[config.mk]
export PLATFORM = sky130hd
export DESIGN_NAME = spi_port
export DESIGN_NICKNAME = d
export VERILOG_FILES = /design/src/logic/spi_port.v
export VERILOG_INCLUDE_DIRS = /design/src /design/src/logic
export SDC_FILE = /design/constraint.sdc
export NUM_CORES = 1
export LEC_CHECK = 0
export BUFFER_PORTS_ARGS = -buffer_cell sky130_fd_sc_hd__buf_4
export CORE_ASPECT_RATIO = 1.25
export CORE_MARGIN = 2
export CORE_UTILIZATION = 56
export DETAILED_ROUTE_END_ITERATION = 7
export PLACE_DENSITY = 0.91
export SETUP_SLACK_MARGIN = 0.05
export SYNTH_ARGS = -nofsm -noshare
export SYNTH_HDL_FRONTEND = slang
export SYNTH_SLANG_ARGS = --single-unit
[constraint.sdc]
create_clock -name aclk -period 3.2 [get_ports aclk]
set_input_delay 0.64 -clock aclk [delete_from_list [all_inputs] [get_ports aclk]]
set_output_delay 0.64 -clock aclk [all_outputs]
set_load 0.01 [all_outputs]
[src/logic/spi_port_regs.vh]
// Purpose: register map, field positions and reset values of the serial port
// Assumes: AXI4-Lite word registers, data in the low byte
// Notes: Summary of operation below
// Summary of operation
// - receive-full or mode-fault raises interrupt when rx/fault enable is set
// - clearing port enable aborts transfer, flushes buffers, resets state machines
// - while disabled receive-full is clear and transmit-empty is set
// - transmit-empty raises interrupt while transmit enable is set
// - master select zero means slave, one means master driving the clock
// - clock polarity inverts serial clock; one idles high
// - phase zero puts first clock edge mid first bit
// - phase one puts first clock edge at start of first bit
// - low-bit-first zero shifts msb first, one shifts lsb first
// - master without fault detect releases select pin to general use
// - master with fault detect: select is fault input or automatic output
// - slave always uses select pin as active-low input
// - single-wire drive enable chooses shared pin input or output
// - drive enable ignored unless single-wire mode is selected
// - halt-in-wait stops port activity while processor waits
// - single-wire slave uses its master-in/slave-out pin for data
// - single-wire master uses its master-out/slave-in pin for data
// - unimplemented bits of second control register read zero
// - while disabled all four serial pins are undriven
// - master bit clock is bus clock over prescale 1-8 times divisor 2-256
`ifndef SPI_PORT_REGS_VH
`define SPI_PORT_REGS_VH

// register byte offsets
`define OFF_CTRL_ONE   8'h00
`define OFF_CTRL_TWO   8'h04
`define OFF_BAUD       8'h08
`define OFF_STATUS     8'h0c
`define OFF_DATA       8'h10

// control one fields
`define C1_RX_IE       7
`define C1_EN          6
`define C1_TX_IE       5
`define C1_MASTER_SELECT        4
`define C1_CLOCK_POLARITY        3
`define C1_CLOCK_PHASE        2
`define C1_SELECT_OUTPUT_ENABLE        1
`define C1_LSB         0

// control two fields
`define C2_FAULT_EN    4
`define C2_DRIVE_EN    3
`define C2_HALT_WAIT   1
`define C2_ONE_WIRE    0
`define C2_MASK        8'h1b

// baud fields
`define BR_PRE_HI      6
`define BR_PRE_LO      4
`define BR_RATE_HI     2
`define BR_RATE_LO     0
`define BR_MASK        8'h77

// status fields
`define ST_RX_FULL     7
`define ST_TX_EMPTY    5
`define ST_FAULT       4

// reset values
`define RST_CTRL_ONE   8'h00
`define RST_CTRL_TWO   8'h00
`define RST_BAUD       8'h00

// edges in one byte and responses
`define LAST_EDGE      4'hf
`define RESP_OKAY      2'b00
`define RESP_SLVERR    2'b10

`endif

[src/logic/spi_port.v]
// Purpose: byte serial port, control and configuration with transfer engine
// Assumes: single aclk, serial pins sampled through two flip-flops
// Notes: pins are split into input, output and output enable
`timescale 1ns/1ns
`include "spi_port_regs.vh"

module spi_port #(
  parameter ADDR_W = 8
) (
  input  wire              aclk,
  input  wire              aresetn,
  input  wire [ADDR_W-1:0] s_axi_awaddr,
  input  wire              s_axi_awvalid,
  output wire              s_axi_awready,
  input  wire [31:0]       s_axi_wdata,
  input  wire [3:0]        s_axi_wstrb,
  input  wire              s_axi_wvalid,
  output wire              s_axi_wready,
  output reg  [1:0]        s_axi_bresp,
  output reg               s_axi_bvalid,
  input  wire              s_axi_bready,
  input  wire [ADDR_W-1:0] s_axi_araddr,
  input  wire              s_axi_arvalid,
  output wire              s_axi_arready,
  output reg  [31:0]       s_axi_rdata,
  output reg  [1:0]        s_axi_rresp,
  output reg               s_axi_rvalid,
  input  wire              s_axi_rready,
  input  wire              wait_mode,
  input  wire              sck_i,
  output reg               sck_o,
  output reg               sck_oe,
  input  wire              mosi_i,
  output reg               mosi_o,
  output reg               mosi_oe,
  input  wire              miso_i,
  output reg               miso_o,
  output reg               miso_oe,
  input  wire              ss_n_i,
  output reg               ss_n_o,
  output reg               ss_n_oe,
  output wire              irq
);

  // control registers
  reg  [7:0]        ctrl_one_q;
  reg  [7:0]        ctrl_two_q;
  reg  [7:0]        baud_q;
  // flags and buffers
  reg               rx_full_q;
  reg               tx_full_q;
  reg               fault_q;
  reg  [7:0]        rx_buf_q;
  reg  [7:0]        tx_buf_q;
  reg               rx_arm_q;
  reg               tx_arm_q;
  reg               fault_arm_q;
  // engine
  reg  [7:0]        sh_q;
  reg               in_q;
  reg  [3:0]        edge_q;
  reg               busy_q;
  reg  [10:0]       div_q;
  reg               sck_q;
  reg               tail_q;
  // pin synchronisers
  reg  [3:0]        pin_s1_q;
  reg  [3:0]        pin_s2_q;
  reg               sck_s3_q;
  // bus slave
  reg               aw_h_q;
  reg               w_h_q;
  reg  [ADDR_W-1:0] aw_addr_q;
  reg  [7:0]        w_data_q;
  reg               w_be_q;

  wire en       = ctrl_one_q[`C1_EN];
  wire master   = ctrl_one_q[`C1_MASTER_SELECT];
  wire clock_polarity     = ctrl_one_q[`C1_CLOCK_POLARITY];
  wire clock_phase     = ctrl_one_q[`C1_CLOCK_PHASE];
  wire select_output_enable     = ctrl_one_q[`C1_SELECT_OUTPUT_ENABLE];
  wire lsb      = ctrl_one_q[`C1_LSB];
  wire fault_en = ctrl_two_q[`C2_FAULT_EN];
  wire one_wire = ctrl_two_q[`C2_ONE_WIRE];
  wire drive_en = ctrl_two_q[`C2_DRIVE_EN] & one_wire;
  wire halt     = ctrl_two_q[`C2_HALT_WAIT] & wait_mode;
  wire run      = en & ~halt;

  // synchronised pins: 3 sck, 2 mosi, 1 miso, 0 select
  wire sck_s  = pin_s2_q[3];
  wire mosi_s = pin_s2_q[2];
  wire miso_s = pin_s2_q[1];
  wire ss_n_s = pin_s2_q[0];

  // two-flop synchronisers, third flop only for clock edge detect
  always @(posedge aclk) begin
    if (!aresetn) begin
      pin_s1_q <= 4'hf;
      pin_s2_q <= 4'hf;
      sck_s3_q <= 1'b1; // same level as second flop, no false edge
    end else begin
      pin_s1_q <= {sck_i, mosi_i, miso_i, ss_n_i};
      pin_s2_q <= pin_s1_q;
      sck_s3_q <= sck_s;
    end
  end

  // select pin roles
  wire ss_auto   = master & fault_en & select_output_enable;
  wire ss_fault  = master & fault_en & ~select_output_enable;
  wire slave_sel = ~master & ~ss_n_s;
  wire fault_ev  = en & ss_fault & ~ss_n_s;

  // half bit period in bus cycles: prescale times divisor over two
  wire [10:0] pre_plus = {8'h00, baud_q[`BR_PRE_HI:`BR_PRE_LO]} + 11'h001;
  wire [10:0] half     = pre_plus << baud_q[`BR_RATE_HI:`BR_RATE_LO];
  wire        tick     = busy_q & master & (div_q == 11'h000);

  // clock edges seen by the shifter
  wire slv_edge = ~master & slave_sel & (sck_s ^ sck_s3_q);
  wire ev       = run & (tick | slv_edge);
  wire samp_ev  = ev & (edge_q[0] == clock_phase);
  wire shft_ev  = ev & (edge_q[0] != clock_phase) & (edge_q != 4'h0);
  wire last_ev  = ev & (edge_q == `LAST_EDGE);

  // data input pin follows mode and single-wire routing
  reg din;
  always @* begin
    if (master)
      din = one_wire ? mosi_s : miso_s;
    else
      din = one_wire ? miso_s : mosi_s;
  end

  wire in_bit  = samp_ev ? din : in_q;
  wire dout    = lsb ? sh_q[0] : sh_q[7];
  wire [7:0] sh_nx = lsb ? {in_bit, sh_q[7:1]} : {sh_q[6:0], in_bit};

  // load next byte into shifter
  wire load = run & ~busy_q & tx_full_q & (master | ~slave_sel | edge_q == 4'h0);

  // bus write and read decode
  wire aw_go = s_axi_awvalid & s_axi_awready;
  wire w_go  = s_axi_wvalid & s_axi_wready;
  wire ar_go = s_axi_arvalid & s_axi_arready;
  wire wr_do = (aw_h_q | aw_go) & (w_h_q | w_go) & ~s_axi_bvalid;
  wire [ADDR_W-1:0] wr_addr = aw_h_q ? aw_addr_q : s_axi_awaddr;
  wire [7:0]        wr_data = w_h_q ? w_data_q : s_axi_wdata[7:0];
  wire              wr_be   = w_h_q ? w_be_q : s_axi_wstrb[0];

  assign s_axi_awready = ~aw_h_q & ~s_axi_bvalid;
  assign s_axi_wready  = ~w_h_q & ~s_axi_bvalid;
  assign s_axi_arready = ~s_axi_rvalid;

  reg wr_c1;
  reg wr_c2;
  reg wr_br;
  reg wr_dt;
  reg wr_ok;
  // write address decode
  always @* begin
    wr_c1 = 1'b0;
    wr_c2 = 1'b0;
    wr_br = 1'b0;
    wr_dt = 1'b0;
    wr_ok = 1'b1;
    if (wr_addr == `OFF_CTRL_ONE) begin
      wr_c1 = wr_do & wr_be;
    end else if (wr_addr == `OFF_CTRL_TWO) begin
      wr_c2 = wr_do & wr_be;
    end else if (wr_addr == `OFF_BAUD) begin
      wr_br = wr_do & wr_be;
    end else if (wr_addr == `OFF_DATA) begin
      wr_dt = wr_do & wr_be;
    end else if (wr_addr != `OFF_STATUS) begin
      wr_ok = 1'b0;
    end
  end

  reg [7:0] rd_val;
  reg       rd_ok;
  reg       rd_st;
  reg       rd_dt;
  // read address decode
  always @* begin
    rd_val = 8'h00;
    rd_ok  = 1'b1;
    rd_st  = 1'b0;
    rd_dt  = 1'b0;
    if (s_axi_araddr == `OFF_CTRL_ONE) begin
      rd_val = ctrl_one_q;
    end else if (s_axi_araddr == `OFF_CTRL_TWO) begin
      rd_val = ctrl_two_q & `C2_MASK;
    end else if (s_axi_araddr == `OFF_BAUD) begin
      rd_val = baud_q;
    end else if (s_axi_araddr == `OFF_STATUS) begin
      rd_st = ar_go;
      rd_val[`ST_RX_FULL]  = rx_full_q;
      rd_val[`ST_TX_EMPTY] = ~tx_full_q;
      rd_val[`ST_FAULT]    = fault_q;
    end else if (s_axi_araddr == `OFF_DATA) begin
      rd_dt  = ar_go;
      rd_val = rx_buf_q;
    end else begin
      rd_ok = 1'b0;
    end
  end

  // bus channel holding and responses
  always @(posedge aclk) begin
    if (!aresetn) begin
      aw_h_q       <= 1'b0;
      w_h_q        <= 1'b0;
      aw_addr_q    <= {ADDR_W{1'b0}};
      w_data_q     <= 8'h00;
      w_be_q       <= 1'b0;
      s_axi_bvalid <= 1'b0;
      s_axi_bresp  <= `RESP_OKAY;
      s_axi_rvalid <= 1'b0;
      s_axi_rresp  <= `RESP_OKAY;
      s_axi_rdata  <= 32'h0000_0000;
    end else begin
      if (wr_do) begin
        aw_h_q       <= 1'b0;
        w_h_q        <= 1'b0;
        s_axi_bvalid <= 1'b1;
        s_axi_bresp  <= wr_ok ? `RESP_OKAY : `RESP_SLVERR;
      end else begin
        if (aw_go) begin
          aw_h_q    <= 1'b1;
          aw_addr_q <= s_axi_awaddr;
        end
        if (w_go) begin
          w_h_q    <= 1'b1;
          w_data_q <= s_axi_wdata[7:0];
          w_be_q   <= s_axi_wstrb[0];
        end
        if (s_axi_bvalid & s_axi_bready)
          s_axi_bvalid <= 1'b0;
      end
      if (ar_go) begin
        s_axi_rvalid <= 1'b1;
        s_axi_rdata  <= {24'h00_0000, rd_val};
        s_axi_rresp  <= rd_ok ? `RESP_OKAY : `RESP_SLVERR;
      end else if (s_axi_rready) begin
        s_axi_rvalid <= 1'b0;
      end
    end
  end

  // configuration registers
  always @(posedge aclk) begin
    if (!aresetn) begin
      ctrl_one_q <= `RST_CTRL_ONE;
      ctrl_two_q <= `RST_CTRL_TWO;
      baud_q     <= `RST_BAUD;
    end else begin
      if (wr_c1)
        ctrl_one_q <= wr_data;
      if (wr_c2)
        ctrl_two_q <= wr_data & `C2_MASK;
      if (wr_br)
        baud_q <= wr_data & `BR_MASK;
    end
  end

  // flags, buffers and clear sequences; a hardware set beats a clear
  always @(posedge aclk) begin
    if (!aresetn || !en) begin
      rx_full_q   <= 1'b0;
      tx_full_q   <= 1'b0;
      rx_buf_q    <= 8'h00;
      tx_buf_q    <= 8'h00;
      rx_arm_q    <= 1'b0;
      tx_arm_q    <= 1'b0;
      fault_arm_q <= 1'b0;
      if (!aresetn)
        fault_q <= 1'b0;
      else if (wr_c1 && fault_arm_q)
        fault_q <= 1'b0;
    end else begin
      if (rd_st) begin
        rx_arm_q    <= rx_full_q;
        tx_arm_q    <= ~tx_full_q;
        fault_arm_q <= fault_q;
      end
      // receive completes a byte
      if (last_ev) begin
        rx_full_q <= 1'b1;
        rx_buf_q  <= sh_nx; // last bit joins on the final edge
      end else if (rd_dt && rx_arm_q) begin
        rx_full_q <= 1'b0;
        rx_arm_q  <= 1'b0;
      end
      // transmit buffer write after status read
      if (wr_dt && tx_arm_q && !tx_full_q) begin
        tx_buf_q  <= wr_data;
        tx_full_q <= 1'b1;
        tx_arm_q  <= 1'b0;
      end else if (load) begin
        tx_full_q <= 1'b0;
      end
      if (fault_ev) begin
        fault_q <= 1'b1;
      end else if (wr_c1 && fault_arm_q) begin
        fault_q     <= 1'b0;
        fault_arm_q <= 1'b0;
      end
    end
  end

  // transfer engine, held in its initial state while disabled
  always @(posedge aclk) begin
    if (!aresetn || !en || fault_ev) begin
      sh_q   <= 8'h00;
      in_q   <= 1'b0;
      edge_q <= 4'h0;
      busy_q <= 1'b0;
      div_q  <= 11'h000;
      sck_q  <= 1'b0;
    end else if (run) begin
      if (!busy_q)
        sck_q <= clock_polarity;
      if (!master && !slave_sel && !busy_q)
        edge_q <= 4'h0;
      if (load) begin
        sh_q   <= tx_buf_q;
        busy_q <= master;
        div_q  <= half - 11'h001;
      end else begin
        if (tick) begin
          div_q <= half - 11'h001;
          sck_q <= ~sck_q;
        end else if (busy_q && master) begin
          div_q <= div_q - 11'h001;
        end
        if (samp_ev)
          in_q <= din;
        if (shft_ev) // with phase one, data line holds after the last sample edge
          sh_q <= sh_nx;
        if (ev)
          edge_q <= edge_q + 4'h1;
        if (last_ev)
          busy_q <= 1'b0;
      end
    end
  end

  // pin drivers and enables
  always @(posedge aclk) begin
    if (!aresetn || !en) begin
      sck_o   <= 1'b0;
      sck_oe  <= 1'b0;
      mosi_o  <= 1'b0;
      mosi_oe <= 1'b0;
      miso_o  <= 1'b0;
      miso_oe <= 1'b0;
      ss_n_o  <= 1'b1;
      ss_n_oe <= 1'b0;
      tail_q  <= 1'b0;
    end else begin
      tail_q  <= busy_q; // select outlasts the last clock edge
      sck_o   <= busy_q ? sck_q : clock_polarity;
      sck_oe  <= master;
      mosi_o  <= dout;
      miso_o  <= dout;
      mosi_oe <= master & (~one_wire | drive_en);
      miso_oe <= ~master & slave_sel & (~one_wire | drive_en);
      ss_n_o  <= ~(busy_q | load | tail_q);
      ss_n_oe <= ss_auto;
    end
  end

  // interrupt request from flags and enables
  assign irq = (ctrl_one_q[`C1_RX_IE] & (rx_full_q | fault_q))
             | (ctrl_one_q[`C1_TX_IE] & ~tx_full_q);

endmodule // spi_port

==> metrics <==
status=finished, final reports clean; initial antenna violation count=0; Peak supply drop=0.374 mV; first-iteration detailed-routing DRC count=between 400 and 500; post-CTS sizing=0; CTS tree=done; hold endpoint=pin_s2_q[3]$_SDFF_PN1_; largest net degree at the start of global routing=35; Seq/Total Area, Yosys=36.9%; antenna diode count=0; Synth area leaders=dfxtp_1 37%, mux2i_1 9.9%, nor2_1 6.4%; min-delay src=pin_s1_q[3]$_SDFF_PN1_; Reg2Reg Launch Point=edge_q[0]$_SDFFE_PP0P_; Worst R2R Setup Slack=between 400 and 500 ps; crit-path max FO=17; Die Area=about 12000 um^2; Nets=roughly 860; Top Ports=between 100 and 150; Root Buffer=clkbuf_16; Worst-path clk slew=50 ps; Yosys top cell by area=dfxtp_1; Hold Crit Depth=1; final wirelength=roughly 16 mm; adder-cell share of the synthesized area=1.22%; fraction of layout cells with a size suffix above 1=approximately 16%; fillcell total=about 790; syn_area_per_cell=~8.4 um^2; mean routed wirelength per cell=around 17 um; worst endpoint data arrival time=between 3000 and 4000 ps; reg-to-reg critical path endpoint=sh_q[4]$_SDFFE_PP0P_; post-synthesis xor/xnor area fraction=less than 1%; RSZ-0062 raised after global routing=false; Max Cap Viol=0; Die Height=121 um; setup TNS=0 ps; vias in the first global route=between 5000 and 6000; clk sinks=114; number of synthesized register bits=114; GPL Wtd Cong=around 0.95; via count=between 5000 and 6000; crit start category=flip-flop; H-tree depth=4; Mapped Area=roughly 6000 um^2; DRC=0; Distinct cells, synth=a little under 70; # Post-CTS Setup Buffers=0; reg2reg path depth=7; WS Path Type=flip-flop to flip-flop; global-route wire length before repair=26.5 mm; Yosys top cell area share=36.9%; port bufs=60; Reg area=about 2300 um^2; commonest cells after routing, fill and taps aside=114 x dfxtp_1, 105 x nor2_1, 74 x buf_4; Worst Max-Slew Pin Slew=751 ps; total core area=between 10000 and 15000 um^2; drt pass-1 iters=5; All-Layer GR Usage=27.9%; PD cells=just under 500 nW/um^2; Req. time, crit path=about 3500 ps; combinational family with the most area after synthesis=simple AND/OR/NAND/NOR gates; Post-DP Area=~6600 um^2; HPWL Detailed=roughly 11 mm; Post-synth EDFFs=0; dominant synthesized flop cell=dfxtp_1; Clock Skew=roughly 7.8 ps; post-synthesis mux area share=between 10% and 20%; Max Slew Vio Count=0; die span in x=98.0 um; DRT antenna net count=0; Post-CTS Hold Fix Bufs=0; most common cell after layout, fill and taps aside=dfxtp_1; vias per cell=6.26; hold crit path type=flip-flop to flip-flop; number of core rows=42; area grow syn2layout=16.2%; finished layout cell area=approximately 7000 um^2; Slew headroom=about half; yosys warns=0; final worst-path cycle share=a little under 90%; Post-Syn Instances=approximately 740; Leakage Power=about 3.1 nW; area of the multi-input gates=3530 um^2; TritonCTS Buffers=17; post-route minimum period=2800 ps; clk buf depth=2; GR Overflow Total=0; area fraction in compound gates after synthesis=18.1%; Starting Density=between 50% and 60%; setup violators final=0; Post-Synth Simple-Gate Area=a little under a quarter; final count of hold timing violations=0; Synth async-reset ratio=0%; critical path endpoint category=flip-flop; Worst-Skew Late Latency=420 ps; Max Freq=358 MHz
## worst max-delay path by stage
| stage | startpoint | end | slack [ps] |
|---|---|---|---|
| 2_1_floorplan | s_axi_araddr[1] | fault_arm_q$_SDFF_PN0_ | 800 |
| 3_3_place_gp | div_q[6]$_SDFFE_PP0P_ | rx_buf_q[7]$_SDFFE_PN0P_ | 530 |
| 3_5_place_dp | edge_q[0]$_SDFFE_PP0P_ | sh_q[2]$_SDFFE_PP0P_ | 470 |
| 4_1_cts | edge_q[0]$_SDFFE_PP0P_ | sh_q[4]$_SDFFE_PP0P_ | 430 |
| 5_1_grt | edge_q[0]$_SDFFE_PP0P_ | sh_q[4]$_SDFFE_PP0P_ | 210 |
| 6_report | edge_q[0]$_SDFFE_PP0P_ | sh_q[4]$_SDFFE_PP0P_ | 400 |
## synth_stat cells, types with 7 or more instances
library cell / instances
a211oi_1: 14
a21oi_1: 39
a31oi_1: 12
and3_1: 12
buf_4: 27
clkbuf_1: 35
dfxtp_1: 114
inv_1: 13
mux2_2: 10
mux2i_1: 61
nand2_1: 47
nand2b_1: 26
nand3_1: 16
nor2_1: 105
nor2b_1: 17
nor3_1: 18
nor4_1: 9
o21ai_0: 31
or3_1: 7
## flip-flops by register name, summed over array words and instances (netlist names), 4 cells and up
| register | flops |
|---|---|
| w_data_q | 8 |
| s_axi_rdata | 8 |
| sh_q | 8 |
| tx_buf_q | 8 |
| rx_buf_q | 8 |
| pin_s1_q | 4 |
| baud_q | 6 |
| ctrl_one_q | 8 |
| edge_q | 4 |
| pin_s2_q | 4 |
| aw_addr_q | 8 |
| ctrl_two_q | 4 |
| div_q | 11 |
## worst max-delay path: stages (launching register included)
cell       delay [ps]
dfxtp_1           370
inv_1              80
ha_1              160
or3b_2            510
a211o_1           540
o2111ai_1         460
nand2_1           280
o211a_1           280
## kinds of logic after synthesis
family | after synthesis
buf+inv | 86
compound gates | 163
simple gates | 291
mux | 71
fa+ha+maj | 6
flops | 114
xor+xnor | 7
other cells | 1
## final cells by class
| cell class | instances | area share (%) |
|---|---|---|
| tap | 132 | 2.30 |
| sequential | 114 | 31.8 |
| clock buffer | 20 | 6.36 |
| timing repair buffer | 74 | 7.74 |
| inverter | 15 | 0.784 |
| multi-input combinational | 564 | 49.2 |
| clock inverter | 12 | 1.85 |
## report_power, final
group          internal (mW)  leakage, nW  switching, mW  total, mW
Clock                   1.18        0.271          0.680       1.86
Sequential              1.45        0.924         0.0256       1.47
Combinational          0.105         1.87          0.125      0.230
## metal layers
metal / vias to the layer above / wire, um / global-route usage (%) / share of wire, %
met2: 325 / 7880 / 47.5 / 48
met3: 87 / 1290 / 7.03 / 7.9
met5: - / 0 / 0 / 0
met4: 0 / 858 / 17.1 / 5.3
li1: 2696 / - / - / -
met1: 2720 / 6260 / 31.2 / 38
## metrics by stage
stage	hold slack [ps]	utilization, %	cells	power, mW	worst slack [ps]
after floorplan	386	-	764	1.66	798
after global placement	389	61.8	899	1.72	530
after detailed placement	392	61.8	899	1.73	473
after CTS	398	67.3	931	3.57	427
after global routing	408	67.3	931	3.66	213
final	403	67.3	931	3.57	405
No activity file was read; power rests on OpenSTA's default activity.
